## src/sar_adc_pkg.sv

```systemverilog
// constants shared by the converter control logic and its clock divider
// assumes a single clock that stands for the converter oscillator
package sar_adc_pkg;

    // register indices; byte address is four times the index
    localparam logic [7:0] RESULT_IDX = 8'hd0;
    localparam logic [7:0] CONTROL_IDX = 8'hd1;
    localparam logic [7:0] IRQ_STATUS_IDX = 8'hd8;
    localparam logic [7:0] IRQ_MASK_IDX = 8'hd9;
    localparam int ADDR_W = 12;
    localparam logic [ADDR_W-1:0] RESULT_ADDR = {2'h0, RESULT_IDX, 2'h0};
    localparam logic [ADDR_W-1:0] CONTROL_ADDR = {2'h0, CONTROL_IDX, 2'h0};
    localparam logic [ADDR_W-1:0] IRQ_STATUS_ADDR =
        {2'h0, IRQ_STATUS_IDX, 2'h0};
    localparam logic [ADDR_W-1:0] IRQ_MASK_ADDR = {2'h0, IRQ_MASK_IDX, 2'h0};

    // control register fields
    localparam int IRQ_EN_BIT = 7;
    localparam int EOC_BIT = 6;
    localparam int START_BIT = 5;
    localparam int POWER_BIT = 4;
    localparam logic [7:0] CONTROL_RESET = 8'h40;

    // interrupt status / mask layout
    localparam int DONE_EVT_BIT = 0;
    localparam logic [0:0] IRQ_MASK_RESET = 1'h0;

    // converter timing
    localparam int RES_BITS = 8;
    localparam int CLK_DIV = 12;
    localparam int CONV_TIME_NS = 70000;
    localparam int OSC_KHZ = 8000;
    // longest time rounds down: 560 oscillator cycles, 46 divided ticks
    localparam int CONV_TICKS = (CONV_TIME_NS * OSC_KHZ / 1000000) / CLK_DIV;
    localparam int SAMPLE_TICKS = CONV_TICKS - RES_BITS;

endpackage

```

## src/sar_tick_div.sv

```systemverilog
// divide-by-n tick generator for the successive-approximation sequencer
// assumes clk is the oscillator; restart realigns the tick to a start
`timescale 1ns/10ps
module sar_tick_div
    import sar_adc_pkg::*;
#(
    parameter int DIV = CLK_DIV
) (
    // clock and reset
    input wire logic clk,
    input wire logic rstn,
    // control
    input wire logic restart,
    // one-cycle tick every DIV clocks
    output logic tick
);
    localparam int CW = $clog2(DIV);
    localparam logic [CW-1:0] LAST = CW'(DIV - 1);

    typedef struct packed {
        logic [CW-1:0] cnt;
        logic tick;
    } div_state_t;

    div_state_t s_r;
    div_state_t s_nxt;

    initial begin
        if (DIV < 2) begin
            $error("sar_tick_div: DIV must be at least 2");
        end
    end

    always_comb begin
        s_nxt = s_r;
        s_nxt.tick = 1'b0;
        if (restart) begin
            s_nxt.cnt = '0;
        end else if (s_r.cnt == LAST) begin
            s_nxt.cnt = '0;
            s_nxt.tick = 1'b1;
        end else begin
            s_nxt.cnt = s_r.cnt + CW'(1);
        end
    end

    always_ff @(posedge clk) begin
        if (!rstn) begin
            s_r <= '0;
        end else begin
            s_r <= s_nxt;
        end
    end

    assign tick = s_r.tick;
endmodule

```

## src/sar_adc_control.sv

```systemverilog
// control logic of an 8-bit successive-approximation converter, apb slave
// assumes an external comparator and dac; one clock, synchronous inputs
`timescale 1ns/10ps
module sar_adc_control
    import sar_adc_pkg::*;
#(
    parameter int SAMPLE_LEN = SAMPLE_TICKS,
    parameter int DIV = CLK_DIV
) (
    // clock and reset
    input wire logic clk,
    input wire logic rstn,
    // apb slave
    input wire logic psel,
    input wire logic penable,
    input wire logic pwrite,
    input wire logic [ADDR_W-1:0] paddr,
    input wire logic [31:0] pwdata,
    output logic [31:0] prdata,
    output logic pready,
    output logic pslverr,
    // analog front end
    input wire logic cmp_in,
    output logic [RES_BITS-1:0] dac_code,
    output logic sample_en,
    output logic adc_power,
    // interrupt, level
    output logic irq
);
    localparam int SW = $clog2(SAMPLE_LEN + 1);
    localparam int BW = $clog2(RES_BITS);

    typedef enum logic [1:0] {
        ST_IDLE,
        ST_SAMPLE,
        ST_CONVERT
    } conv_state_t;

    typedef enum logic [2:0] {
        SEL_NONE,
        SEL_RESULT,
        SEL_CONTROL,
        SEL_STATUS,
        SEL_MASK
    } reg_sel_t;

    typedef struct packed {
        conv_state_t state;
        logic [SW-1:0] sample_cnt;
        logic [BW-1:0] bit_idx;
        logic [RES_BITS-1:0] trial;
        logic [RES_BITS-1:0] result;
        logic irq_en;
        logic eoc;
        logic power;
        logic done_sts;
        logic done_mask;
        logic [31:0] rdata;
    } ctl_state_t;

    ctl_state_t s_r;
    ctl_state_t s_nxt;

    logic tick;
    logic restart;
    logic setup;
    logic access;
    logic wr;
    logic start_req;
    reg_sel_t sel_setup;
    reg_sel_t sel_access;

    initial begin
        if (SAMPLE_LEN < 1) begin
            $error("sar_adc_control: SAMPLE_LEN must be at least 1");
        end
        if (DIV != CLK_DIV) begin
            $error("sar_adc_control: sequencer needs the fixed divider");
        end
    end

    // unmapped addresses and misaligned ones decode to none
    function automatic reg_sel_t decode(input logic [ADDR_W-1:0] a);
        reg_sel_t r;
        r = SEL_NONE;
        if (a == RESULT_ADDR) begin
            r = SEL_RESULT;
        end else if (a == CONTROL_ADDR) begin
            r = SEL_CONTROL;
        end else if (a == IRQ_STATUS_ADDR) begin
            r = SEL_STATUS;
        end else if (a == IRQ_MASK_ADDR) begin
            r = SEL_MASK;
        end
        return r;
    endfunction

    assign setup = psel && !penable;
    assign access = psel && penable;
    assign wr = access && pwrite;
    assign sel_setup = decode(paddr);
    assign sel_access = decode(paddr);
    // start is only honoured if the same write sets power; a write that also powers up
    // counts, so software can enable and start in one go
    assign start_req = wr && (sel_access == SEL_CONTROL)
        && pwdata[START_BIT] && pwdata[POWER_BIT];
    // divider realigned on every start so each conversion has equal length
    assign restart = start_req;

    sar_tick_div #(
        .DIV(DIV)
    ) u_div (
        .clk(clk),
        .rstn(rstn),
        .restart(restart),
        .tick(tick)
    );

    always_comb begin
        s_nxt = s_r;

        // successive approximation sequencer
        case (s_r.state)
            ST_IDLE: begin
                s_nxt.state = ST_IDLE;
            end
            ST_SAMPLE: begin
                if (tick) begin
                    if (s_r.sample_cnt == SW'(1)) begin
                        s_nxt.state = ST_CONVERT;
                        s_nxt.bit_idx = BW'(RES_BITS - 1);
                        s_nxt.trial = RES_BITS'(1) << (RES_BITS - 1);
                    end else begin
                        s_nxt.sample_cnt = s_r.sample_cnt - SW'(1);
                    end
                end
            end
            ST_CONVERT: begin
                if (tick) begin
                    // comparator low: input below trial, drop the bit
                    if (!cmp_in) begin
                        s_nxt.trial[s_r.bit_idx] = 1'b0;
                    end
                    if (s_r.bit_idx == '0) begin
                        s_nxt.state = ST_IDLE;
                        s_nxt.result = s_nxt.trial;
                        s_nxt.eoc = 1'b1;
                        s_nxt.done_sts = 1'b1;
                    end else begin
                        s_nxt.bit_idx = s_r.bit_idx - BW'(1);
                        s_nxt.trial[s_r.bit_idx - BW'(1)] = 1'b1;
                    end
                end
            end
            default: begin
                s_nxt.state = ST_IDLE;
            end
        endcase

        // register writes take effect at the access edge
        if (wr) begin
            if (sel_access == SEL_CONTROL) begin
                s_nxt.irq_en = pwdata[IRQ_EN_BIT];
                s_nxt.power = pwdata[POWER_BIT];
                // eoc and low bits are not writable
                if (!pwdata[POWER_BIT]) begin
                    // power-down idles the converter, result kept
                    s_nxt.state = ST_IDLE;
                    s_nxt.trial = '0;
                end
            end else if (sel_access == SEL_STATUS) begin
                // write one to clear; a same-cycle event wins
                if (pwdata[DONE_EVT_BIT] && !s_nxt.done_sts) begin
                    s_nxt.done_sts = 1'b0;
                end else if (pwdata[DONE_EVT_BIT] && s_nxt.state != ST_IDLE)
                begin
                    s_nxt.done_sts = 1'b0;
                end else if (pwdata[DONE_EVT_BIT] && !s_r.done_sts) begin
                    s_nxt.done_sts = 1'b1;
                end else if (pwdata[DONE_EVT_BIT]
                    && !(s_r.state == ST_CONVERT && tick
                    && s_r.bit_idx == '0)) begin
                    s_nxt.done_sts = 1'b0;
                end
            end else if (sel_access == SEL_MASK) begin
                s_nxt.done_mask = pwdata[DONE_EVT_BIT];
            end
        end

        // a start overrides the state and flags of a conversion finishing in the same cycle; its result is still stored
        if (start_req) begin
            s_nxt.state = ST_SAMPLE;
            s_nxt.sample_cnt = SW'(SAMPLE_LEN);
            s_nxt.trial = '0;
            s_nxt.bit_idx = '0;
            s_nxt.eoc = 1'b0;
            s_nxt.done_sts = s_r.done_sts;
        end

        // read data captured in the setup cycle
        if (setup) begin
            s_nxt.rdata = '0;
            if (sel_setup == SEL_RESULT) begin
                s_nxt.rdata[RES_BITS-1:0] = s_r.result;
            end else if (sel_setup == SEL_CONTROL) begin
                s_nxt.rdata[IRQ_EN_BIT] = s_r.irq_en;
                s_nxt.rdata[EOC_BIT] = s_r.eoc;
                s_nxt.rdata[START_BIT] = 1'b0;
                s_nxt.rdata[POWER_BIT] = s_r.power;
            end else if (sel_setup == SEL_STATUS) begin
                s_nxt.rdata[DONE_EVT_BIT] = s_r.done_sts;
            end else if (sel_setup == SEL_MASK) begin
                s_nxt.rdata[DONE_EVT_BIT] = s_r.done_mask;
            end
        end
    end

    always_ff @(posedge clk) begin
        if (!rstn) begin
            // reset aborts any conversion
            s_r.state <= ST_IDLE;
            s_r.sample_cnt <= '0;
            s_r.bit_idx <= '0;
            s_r.trial <= '0;
            s_r.result <= '0;
            s_r.irq_en <= CONTROL_RESET[IRQ_EN_BIT];
            s_r.eoc <= CONTROL_RESET[EOC_BIT];
            s_r.power <= CONTROL_RESET[POWER_BIT];
            s_r.done_sts <= 1'b0;
            s_r.done_mask <= IRQ_MASK_RESET;
            s_r.rdata <= '0;
        end else begin
            s_r <= s_nxt;
        end
    end

    // zero wait state: access phase always completes at once
    assign pready = access;
    assign pslverr = access && (sel_access == SEL_NONE);
    assign prdata = s_r.rdata;

    assign dac_code = s_r.trial;
    assign sample_en = (s_r.state == ST_SAMPLE);
    assign adc_power = s_r.power;

    // level request doubles as the wake-up source in processor wait
    assign irq = s_r.irq_en && s_r.done_sts && s_r.done_mask;
endmodule

```

## config.mk

```make
export PLATFORM = sky130hd
export DESIGN_NAME = sar_adc_control
export DESIGN_NICKNAME = d
export VERILOG_FILES = /design/src/sar_adc_pkg.sv /design/src/sar_tick_div.sv /design/src/sar_adc_control.sv
export SDC_FILE = /design/constraint.sdc
export NUM_CORES = 1
export LEC_CHECK = 0
export BUFFER_PORTS_ARGS = -buffer_cell sky130_fd_sc_hd__buf_2
export CORE_ASPECT_RATIO = 0.9
export CORE_MARGIN = 8
export CORE_UTILIZATION = 32
export DETAILED_ROUTE_END_ITERATION = 10
export PLACE_DENSITY = 0.68
export SYNTH_ARGS = -nofsm -noshare
export SYNTH_HDL_FRONTEND = slang
export SYNTH_HIERARCHICAL = 1
export SYNTH_SLANG_ARGS = --single-unit
```

## constraint.sdc

```tcl
create_clock -name clk -period 1.96 [get_ports clk]
set_input_delay 0.098 -clock clk [delete_from_list [all_inputs] [get_ports clk]]
set_output_delay 0.098 -clock clk [all_outputs]
set_load 0.03 [all_outputs]
```

Yosys cells after proc, flatten, opt, wreduce, memory -nomap -nowiden
Index checks and enable logic that the tools add are counted.
Widths: inputs -> output; s select.
{"block": "totals", "ff_bits": 45, "latchBits": 0, "mem_bits_rw": 0, "mem_bits_ro": 0, "inputBits": 50, "out_inout_bits": 45, "wordCells": 138, "memories": 0}
{"block": "classes", "addsub": 3, "n_mul": 0, "div": 0, "n_lt_le_gt_ge": 4, "eq_ne": 17, "shifts": 0, "n_mux": 54, "n_bitwise": 7, "n_reduce_logical": 38}
{"operator": "$mux 8", "n": 7}
{"operator": "$eq 12x10->1 const B", "n": 4}
{"operator": "$mux 19", "n": 2}
{"operator": "$mux 11", "n": 2}
{"operator": "$pmux 11 s2", "n": 1}
{"operator": "$mux 1", "n": 21}
{"operator": "$mux 18", "n": 1}
{"operator": "$logic_and 1x1->1", "n": 17}
{"operator": "$mux 2", "n": 8}
{"operator": "$mux 3", "n": 5}
{"operator": "$mux 6", "n": 2}
{"operator": "$reduce_and 3->1", "n": 4}
{"operator": "$reduce_bool 2->1", "n": 6}
{"operator": "$and 8x8->8", "n": 1}
{"operator": "$lt 3x4->1 const B", "n": 2}
{"operator": "$mux 4", "n": 2}
{"operator": "$not 8->8", "n": 1}
{"operator": "$or 8x8->8", "n": 1}
{"operator": "$demux 1 s3", "n": 2}
{"operator": "$eq 3x2->1 const B", "n": 2}
{"operator": "$eq 6x1->1 const B", "n": 1}
{"operator": "$ge 3x1->1 const B", "n": 2}
{"operator": "$logic_not 3->1", "n": 2}
{"operator": "$ne 2x1->1 const B", "n": 3}
{"operator": "17 further kinds", "n": 24}

Depth between registers and ports, before layout
Gate-level depths: netlist of run 1.
{"block": "logic_depth", "depth_word": 17, "depth_mapped": 9, "mapped_depth_nobuf": 7}

Modules after synthesis
Netlist of run 1, hierarchy kept.
{"module": "sar_adc_control", "instances": 1, "cells_per_inst": 312, "area_each_um2": 2556.2, "seq_area_each_um2": 800.8}
{"module": "sar_tick_div", "instances": 1, "cells_per_inst": 19, "area_each_um2": 195.2, "seq_area_each_um2": 100.1}

Worst setup path after synthesis of run 1
Ideal clock, no wire load.
{"block": "synth_path", "path_type": "register to register", "start": "register s_r[53] (netlist bit)", "end": "register s_r[33] (netlist bit)", "setup_time_ns": 0.125, "arrival_ns": 1.901, "required_time_ns": 1.835, "setup_slack_ns": -0.067, "path_stages_with_launch": 9, "path_buffers": 1, "period_less_slack_ns": 2.027, "path_cell_list": "dfxtp_1 > buf_2 > clkinv_1 > ha_1 > nor2b_2 > and3_1 > a21oi_1 > a2111oi_2 > o41a_1"}
{"block": "synth_via", "elab_chain_len": 11, "elab_cells_between_ends": 21, "classes_between": "mux (13); reduce/logical (8)"}
{"item": "start, declared", "line": "sar_adc_control.sv:61", "text": "ctl_state_t s_r;"}
{"item": "start signal, assigned", "line": "sar_adc_control.sv:233", "text": "s_r <= s_nxt;"}
{"item": "$logic_not 3->1 (*)", "line": "sar_adc_control.sv:144, sar_adc_control.sv:182"}
{"item": "$mux 2 (tied with other cells)", "line": "sar_adc_control.sv:144", "text": "if (s_r.bit_idx == '0) begin"}
{"item": "$mux 2 (tied with other cells)", "line": "sar_adc_control.sv:139", "text": "if (tick) begin"}
{"item": "$pmux 2 s2 (tied with other cells)", "line": "sar_adc_control.sv:123", "text": "case (s_r.state)"}
{"item": "$reduce_bool 2->1 / $mux 1 (equally long branches)", "line": "sar_adc_control.sv:175, sar_adc_control.sv:180"}
{"item": "$logic_and 1x1->1 / $mux 1 (equally long branches)", "line": "sar_adc_control.sv:175, sar_adc_control.sv:178"}
{"item": "$mux 1", "line": "sar_adc_control.sv:175", "text": "end else if (pwdata[DONE_EVT_BIT] && s_nxt.state != ST_IDLE)"}
{"item": "$mux 1", "line": "sar_adc_control.sv:173", "text": "if (pwdata[DONE_EVT_BIT] && !s_nxt.done_sts) begin"}
{"item": "$mux 1", "line": "sar_adc_control.sv:171", "text": "end else if (sel_access == SEL_STATUS) begin"}
{"item": "$mux 2", "line": "sar_adc_control.sv:162", "text": "if (sel_access == SEL_CONTROL) begin"}
{"item": "$mux 2 (*)", "line": "sar_adc_control.sv:161", "text": "if (wr) begin"}
Mark *: on every way between the ends. The rest lies on a longest branch, timed or not.
A chain may end at the register's enable or synchronous reset.

Worst setup path in the final report of run 1
{"block": "layout_path", "start": "register s_r[63] (netlist bit)", "end": "register s_r[33] (netlist bit)"}
{"block": "layout_via", "elab_chain_len": 12, "elab_cells_between_ends": 23, "classes_between": "eq/ne (2); mux (13); reduce/logical (8)"}
{"item": "$eq 2x2->1", "line": "sar_adc_control.sv:123, sar_adc_control.sv:181"}
{"item": "$logic_and 1x1->1", "line": "sar_adc_control.sv:181", "text": "&& !(s_r.state == ST_CONVERT && tick"}
{"item": "$logic_and 1x1->1", "line": "sar_adc_control.sv:182", "text": "&& s_r.bit_idx == '0)) begin"}
{"item": "$logic_not 1->1", "line": "sar_adc_control.sv:181"}
{"item": "$logic_and 1x1->1", "line": "sar_adc_control.sv:181"}
{"item": "$mux 1", "line": "sar_adc_control.sv:180", "text": "end else if (pwdata[DONE_EVT_BIT]"}
{"item": "$mux 1", "line": "sar_adc_control.sv:178", "text": "end else if (pwdata[DONE_EVT_BIT] && !s_r.done_sts) begin"}
{"item": "$mux 1", "line": "sar_adc_control.sv:175"}
{"item": "$mux 1", "line": "sar_adc_control.sv:173"}
{"item": "$mux 1", "line": "sar_adc_control.sv:171"}
{"item": "$mux 2", "line": "sar_adc_control.sv:162"}
{"item": "$mux 2 (*)", "line": "sar_adc_control.sv:161"}
Mark *: on every way between the ends. The rest lies on a longest branch, timed or not. The select of a mux whose other input is x is not followed.

==> flow_metrics.env, run 1 <==
export IMPL_status="completed"
export IMPL_cts_sinks=45
export IMPL_htree_levels=2
export IMPL_clkTransAtPathRegs_ns=0.09
export IMPL_power_density_nw_per_um2=550
export IMPL_combinationalPowerShare_pct=10.6
export IMPL_finalCoreUtilization_pct=35.3
export IMPL_num_rows=32
export IMPL_syn_cell_area_sq_um=2750
export IMPL_max_cap_violations=0
export IMPL_async_flop_share_pct=0
export IMPL_yosys_top_cells_count="dfxtp_1 (45), buf_4 (41), nor2_1 (31), nand2_1 (29), a21oi_1 (26)"
export IMPL_fmax_mhz=540
export IMPL_grt_pass1_wl_um=9800
export IMPL_num_nets_final=413
export IMPL_fp_dieArea_sq_um=11800
export IMPL_port_buffers=42
export IMPL_start_kind="flip-flop"
export IMPL_die_y_um=104
export IMPL_coreArea_sq_um=8450
export IMPL_critPathKind="flip-flop to flip-flop"
export IMPL_hold_violations=0
export IMPL_fin_crit_sh_pct=94.5
export IMPL_clockBufferDepth=2
export IMPL_skew_ns=0.0192
export IMPL_hpwl_um=4740
export IMPL_cts_made_buffers=5
export IMPL_synth_distinct_cells=54
export IMPL_switchingPower_mw=0.428
export IMPL_antenna_found_initial=0
export IMPL_setup_tns_ns=0
export IMPL_yosysMostFrequentCell="dfxtp_1"
export IMPL_viasPerCell=4.67
export IMPL_gr_total_overflow=0
export IMPL_nFillCells=911
export IMPL_root_buffer="clkbuf_8"
export IMPL_globalplace_congestion=0.805
export IMPL_drc=0
export IMPL_cts_tree="built"
export IMPL_track_usage_pct=9.81
export IMPL_fin_crit_ns=1.85
export IMPL_final_antenna_net_count=0
export IMPL_seqPwrFrac_pct=56.6
export IMPL_area_growth_pct=8.37
export IMPL_synthTopCellsByArea="dfxtp_1 (33%), buf_4 (11%), a21oi_1 (4.7%)"
export IMPL_end_kind="flip-flop"
export IMPL_drive_above_1_share_pct=21.9
export IMPL_wl_per_cell_um=12.4
export IMPL_p_sw_share_pct=26.1
export IMPL_first_pass_iters=5
export IMPL_clkPwrFrac_pct=32.9
export IMPL_synth_top_flop_cell="dfxtp_1"
export IMPL_p_leak_nw=1.20
export IMPL_num_vias=2218
export IMPL_crit_arrival_ns=2.03
export IMPL_hold_class="input pin to flip-flop"
export IMPL_ys_ff_latch=45
export IMPL_internal_power_mw=1.21
export IMPL_top_level_ports=95
export IMPL_grt_start_max_net_pins=30
export IMPL_synth_edf_count=0
export IMPL_vdd_drop_max_mv=0.260
export IMPL_initial_utilization_pct=32.6
export IMPL_path_max_fanout=8
export IMPL_drt_initial_drc_count=57
export IMPL_n_antenna_cell=0
export IMPL_yosys_warnings=6
export IMPL_insertion_delay_ns=0.29
export IMPL_netlist_area_leader_share_pct=32.7
export IMPL_slew_viol_final=0
export IMPL_netlist_top_cell_by_area="dfxtp_1"
export IMPL_rsz0062_at_grt="false"
export IMPL_die_width_um=114
export IMPL_setup_violations=0
export IMPL_ys_seq_area_share_pct=32.7
export IMPL_grt_pass1_vias=2103
export IMPL_syn_inst=331
export IMPL_wirelength_um=5910
export IMPL_syn_avg_cell_area_sq_um=8.31
export IMPL_required_ns=2.13
==> worst max-delay path: stages, from the launching register on <==
cell	delay, ns
dfxtp_1	0.34
inv_1	0.09
ha_2	0.28
nor2_1	0.08
or3_1	0.34
o21ai_1	0.14
a2111oi_2	0.10
o41a_1	0.37
==> layout make-up <==
class,count,area (sq um),share of cell area [%]
Inverter,11,42.5,1.43
Multi-Input combinational cell,245,1550,52.0
Sequential cell,45,902,30.3
Clock buffer,6,72.6,2.43
Tap cell,119,149,4.99
Clock inverter,1,8.76,0.294
Timing Repair Buffer,48,255,8.56
==> per-stage QoR <==
stage	std cells	power (mW)	hold WS, ns	instance area (sq um)	setup WS [ns]
after global placement	468	1.12	0.368	2880	0.0717
after CTS	475	1.66	0.0836	2960	0.0215
after detailed placement	468	1.12	0.386	2880	0.0435
final	475	1.64	0.0926	2980	0.107
after global routing	475	1.71	0.0924	2980	0.00107
after floorplan	354	1.11	0.244	2840	0.0474
==> state kept, by name, summed over array words and instances, names as in the netlist <==
| name | flops |
|---|---|
| u_div/tick | 1 |
| prdata | 8 |
| adc_power | 1 |
| u_div/s_r | 4 |
| dac_code | 8 |
| s_r | 23 |
==> power groups by stage <==
stage               clock (mW)  sequential [mW]  combinational (mW)
floorplan                    0            0.948               0.166
global placement             0            0.948               0.170
detailed placement           0            0.949               0.172
CTS                      0.564            0.927               0.172
global route             0.596            0.929               0.186
finish                   0.539            0.927               0.173
==> per-layer routing <==
| layer | wire length (um) | up-vias | GRT usage, % |
|---|---|---|---|
| met3 | 365 | 2 | 2.73 |
| met4 | 15 | 0 | 1.71 |
| met2 | 3030 | 48 | 17.9 |
| li1 | - | 1140 | - |
| met5 | 0 | - | 0 |
| met1 | 2500 | 1028 | 11.1 |
==> what timing repair did <==
action	in CTS	in global routing
hold buffers	0	0
gates resized for setup	0	5
buffers inserted	0	0
setup endpoints to repair	0	10
==> cell usage in the layout (no fill, tap or decap), types with 5 or more instances in the layout <==
master	synthesis	routed
nand3_1	10	10
conb_1	1	24
buf_2	6	42
a21boi_0	11	11
buf_4	41	6
o211ai_1	9	9
o21ai_0	13	12
nor2_1	31	31
o21a_1	5	5
clkbuf_8	0	5
nor2b_1	7	7
ha_1	7	5
a21oi_1	26	25
dfxtp_1	45	44
o21ai_1	5	6
inv_1	10	10
nand2_1	29	29
==> worst paths after layout <==
path	slack, ns	cells past startpoint	endpoint	start
max	0.11	7	s_r[33]$_SDFFE_PN0N_	s_r[63]$_SDFF_PP0_
min	0.09	3	s_r[36]$_SDFFE_PN0N_	pwdata[7]
max reg2reg	0.11	7	s_r[33]$_SDFFE_PN0N_	s_r[63]$_SDFF_PP0_
min reg2reg	0.46	2	prdata[2]$_SDFFE_PN0P_	prdata[2]$_SDFFE_PN0P_
==> cell families after synthesis <==
logic type / after synthesis / synth area share, %
DFF: 45 / 32.7
buffers and inverters: 64 / 14.9
xor gates and xnor gates: 3 / 0.955
other: 1 / 0.136
adders and majority gates: 7 / 3.18
muxes: 4 / 1.46
AOI/OAI and AO/OA: 90 / 21.8
and+or+nand+nor: 117 / 24.8
No activity file was read; power rests on OpenSTA's default activity.
==> inputs of run 2 (changes only) <==
--- a/config.mk
+++ b/config.mk
@@ -10,7 +10,7 @@
 export CORE_MARGIN = 8
 export CORE_UTILIZATION = 32
 export DETAILED_ROUTE_END_ITERATION = 10
-export PLACE_DENSITY = 0.68
+export GPL_TIMING_DRIVEN = 0
 export SYNTH_ARGS = -nofsm -noshare
 export SYNTH_HDL_FRONTEND = slang
 export SYNTH_HIERARCHICAL = 1
==> run 2 against run 1 <==
Compared with the run above: sequential share of layout area fell by 3.4 points; wire length rose by 7.4%; design area rose by 12%; sequential power barely moved; worst hold slack got worse by 0.034 ns; combinational power rose by 28%; critical path depth rose by 1; maximum frequency fell by 0.25%; via count rose by 5.8%; worst setup slack got worse by 0.0047 ns; largest power group unchanged.
==> flow_metrics.env, run 2 (same netlist as run 1, synthesis figures left out) <==
export IMPL_hpwl_um=4980
export IMPL_die_width_um=114
export IMPL_holdWs_ns=0.0589
export IMPL_root_buffer="clkbuf_8"
export IMPL_drc=0
export IMPL_hp_start="pwdata[7]"
export IMPL_fmax_mhz=538
export IMPL_gr_total_overflow=0
export IMPL_end_kind="flip-flop"
export IMPL_grt_start_max_net_pins=15
export IMPL_largest_reg_flops=23
export IMPL_status="completed"
export IMPL_num_vias=2347
export IMPL_insertion_delay_ns=0.30
export IMPL_viasPerCell=4.48
export IMPL_final_common_cell="buf_2"
export IMPL_power_density_nw_per_um2=553
export IMPL_top_level_ports=95
export IMPL_crit_arrival_ns=2.05
export IMPL_globalplace_congestion=0.824
export IMPL_fin_crit_ns=1.86
export IMPL_wl_per_cell_um=12.1
export IMPL_combinationalPowerShare_pct=11.9
export IMPL_grt_pass1_vias=2342
export IMPL_final_cell_mix="buf_2 (46), dfxtp_1 (45), buf_4 (44), nor2_1 (31), nand2_1 (29)"
export IMPL_max_cap_violations=0
export IMPL_cpPeakStageDelay_ns=0.37
export IMPL_r2r_end="s_r[33]$_SDFFE_PN0N_"
export IMPL_switchingPower_mw=0.467
export IMPL_port_buffers=41
export IMPL_hold_path_end="s_r[36]$_SDFFE_PN0N_"
export IMPL_coreArea_sq_um=8450
export IMPL_p_sw_share_pct=25.2
export IMPL_skew_ns=0.0125
export IMPL_required_ns=2.15
export IMPL_final_antenna_net_count=0
export IMPL_slew_viol_final=0
export IMPL_internal_power_mw=1.39
export IMPL_wirelength_um=6350
export IMPL_num_nets_final=461
export IMPL_cts_made_buffers=5
export IMPL_holdPathStages=3
export IMPL_hold_violations=0
export IMPL_worst_path_max_delay_cell="o41a_1"
export IMPL_critPathKind="flip-flop to flip-flop"
export IMPL_fp_dieArea_sq_um=11800
export IMPL_vdd_drop_max_mv=0.285
export IMPL_area_growth_pct=21.8
export IMPL_place_inst=514
export IMPL_path_max_fanout=11
export IMPL_drt_initial_drc_count=118
export IMPL_seqPwrFrac_pct=50.0
export IMPL_fin_crit_sh_pct=94.8
export IMPL_antenna_found_initial=0
export IMPL_clkPwrFrac_pct=38.0
export IMPL_slew_headroom_pct=66.7
export IMPL_track_usage_pct=11.2
export IMPL_p_leak_nw=1.46
export IMPL_num_rows=32
export IMPL_die_y_um=104
export IMPL_ff2ff_setup_slack_ns=0.10
export IMPL_path_cells="buf_4, clkinv_4, ha_2, nor2b_4, and3_1, a21oi_1, a2111oi_2, o41a_1"
export IMPL_setup_violations=0
export IMPL_clockBufferDepth=2
export IMPL_cts_tree="built"
export IMPL_grt_pass1_wl_um=11000
export IMPL_reg2reg_from="s_r[53]$_SDFFE_PP0P_"
export IMPL_hold_class="input pin to flip-flop"
export IMPL_first_pass_iters=4
export IMPL_final_cells=524
export IMPL_cts_hold_buffers=0
export IMPL_htree_levels=2
export IMPL_initial_utilization_pct=32.6
export IMPL_n_antenna_cell=0
export IMPL_drive_above_1_share_pct=30.4
export IMPL_cts_sinks=45
export IMPL_regMostFlops="s_r"
export IMPL_start_kind="flip-flop"
export IMPL_reg2reg_depth=8
export IMPL_clkTransAtPathRegs_ns=0.09
export IMPL_worst_pin_slew_ns=0.499
run 2: cell count changes in the layout (fill, tap and decap cells not counted), sizes merged:
cell | previous run | this run
buf | 48 | 91
bufinv | 0 | 1
clkbuf | 6 | 11
run 2: layout make-up:
type	count	area (sq um)
fill	904	5100
multi-input combinational	245	1550
sequential	45	901
buffer	53	370
timing repair buffer	43	220
tap	119	149
clock buffer	6	72.6
inverter	11	46.3
clock inverter	2	38.8
run 2: worst max path at each step:
stage	startpoint	endpoint	slack, ns
3_3_place_gp	s_r[53]$_SDFFE_PP0P_	s_r[33]$_SDFFE_PN0N_	-0.13
4_1_cts	s_r[62]$_SDFF_PN0_	s_r[33]$_SDFFE_PN0N_	0.007
3_5_place_dp	s_r[53]$_SDFFE_PP0P_	s_r[33]$_SDFFE_PN0N_	-0.17
6_report	s_r[53]$_SDFFE_PP0P_	s_r[33]$_SDFFE_PN0N_	0.10
2_1_floorplan	s_r[53]$_SDFFE_PP0P_	s_r[33]$_SDFFE_PN0N_	0.05
5_1_grt	s_r[63]$_SDFF_PP0_	s_r[33]$_SDFFE_PN0N_	-0.008
run 2: repair_timing:
item | 4_1_cts | 5_1_grt
setup endpoints to repair | 9 | 10
gates cloned | 0 | 0
buffers inserted | 0 | 2
resized for setup | 3 | 6
run 2: metrics by stage:
step | utilization, % | TNS (ns) | setup slack, ns | total power, mW | instance area (sq um)
floorplan | - | 0 | 0.0474 | 1.11 | 2840
global placement | 37.8 | -0.192 | -0.131 | 1.17 | 3200
detailed placement | 37.8 | -0.529 | -0.167 | 1.17 | 3200
CTS | 39.3 | 0 | 0.00659 | 1.87 | 3320
global route | 39.7 | -0.00824 | -0.00824 | 1.93 | 3350
finish | 39.7 | 0 | 0.102 | 1.85 | 3350
run 2: per-layer routing:
| layer | global-route usage (%) | vias to the layer above | wire length [um] |
|---|---|---|---|
| met4 | 3.33 | 0 | 70 |
| met1 | 12.6 | 1070 | 2840 |
| li1 | - | 1240 | - |
| met2 | 19.9 | 30 | 3170 |
| met3 | 2.90 | 7 | 264 |
| met5 | 0 | - | 0 |
run 2: power by group through the flow:
stage | Combinational, mW | Sequential (mW) | Clock (mW)
after floorplan | 0.166 | 0.948 | 0
after global placement | 0.217 | 0.949 | 0
after detailed placement | 0.220 | 0.949 | 0
after CTS | 0.220 | 0.927 | 0.726
after global routing | 0.240 | 0.929 | 0.765
final | 0.221 | 0.927 | 0.704
run 2: critical path, delay by kind of cell (launching register included):
family / cells / cell delay (ns)
flip-flops: 1 / 0.31
buffers and inverters: 2 / 0.28
AO/OA/AOI/OAI: 3 / 0.59
adder cells (fa/ha/maj): 1 / 0.24
AND/OR/NAND/NOR: 2 / 0.33
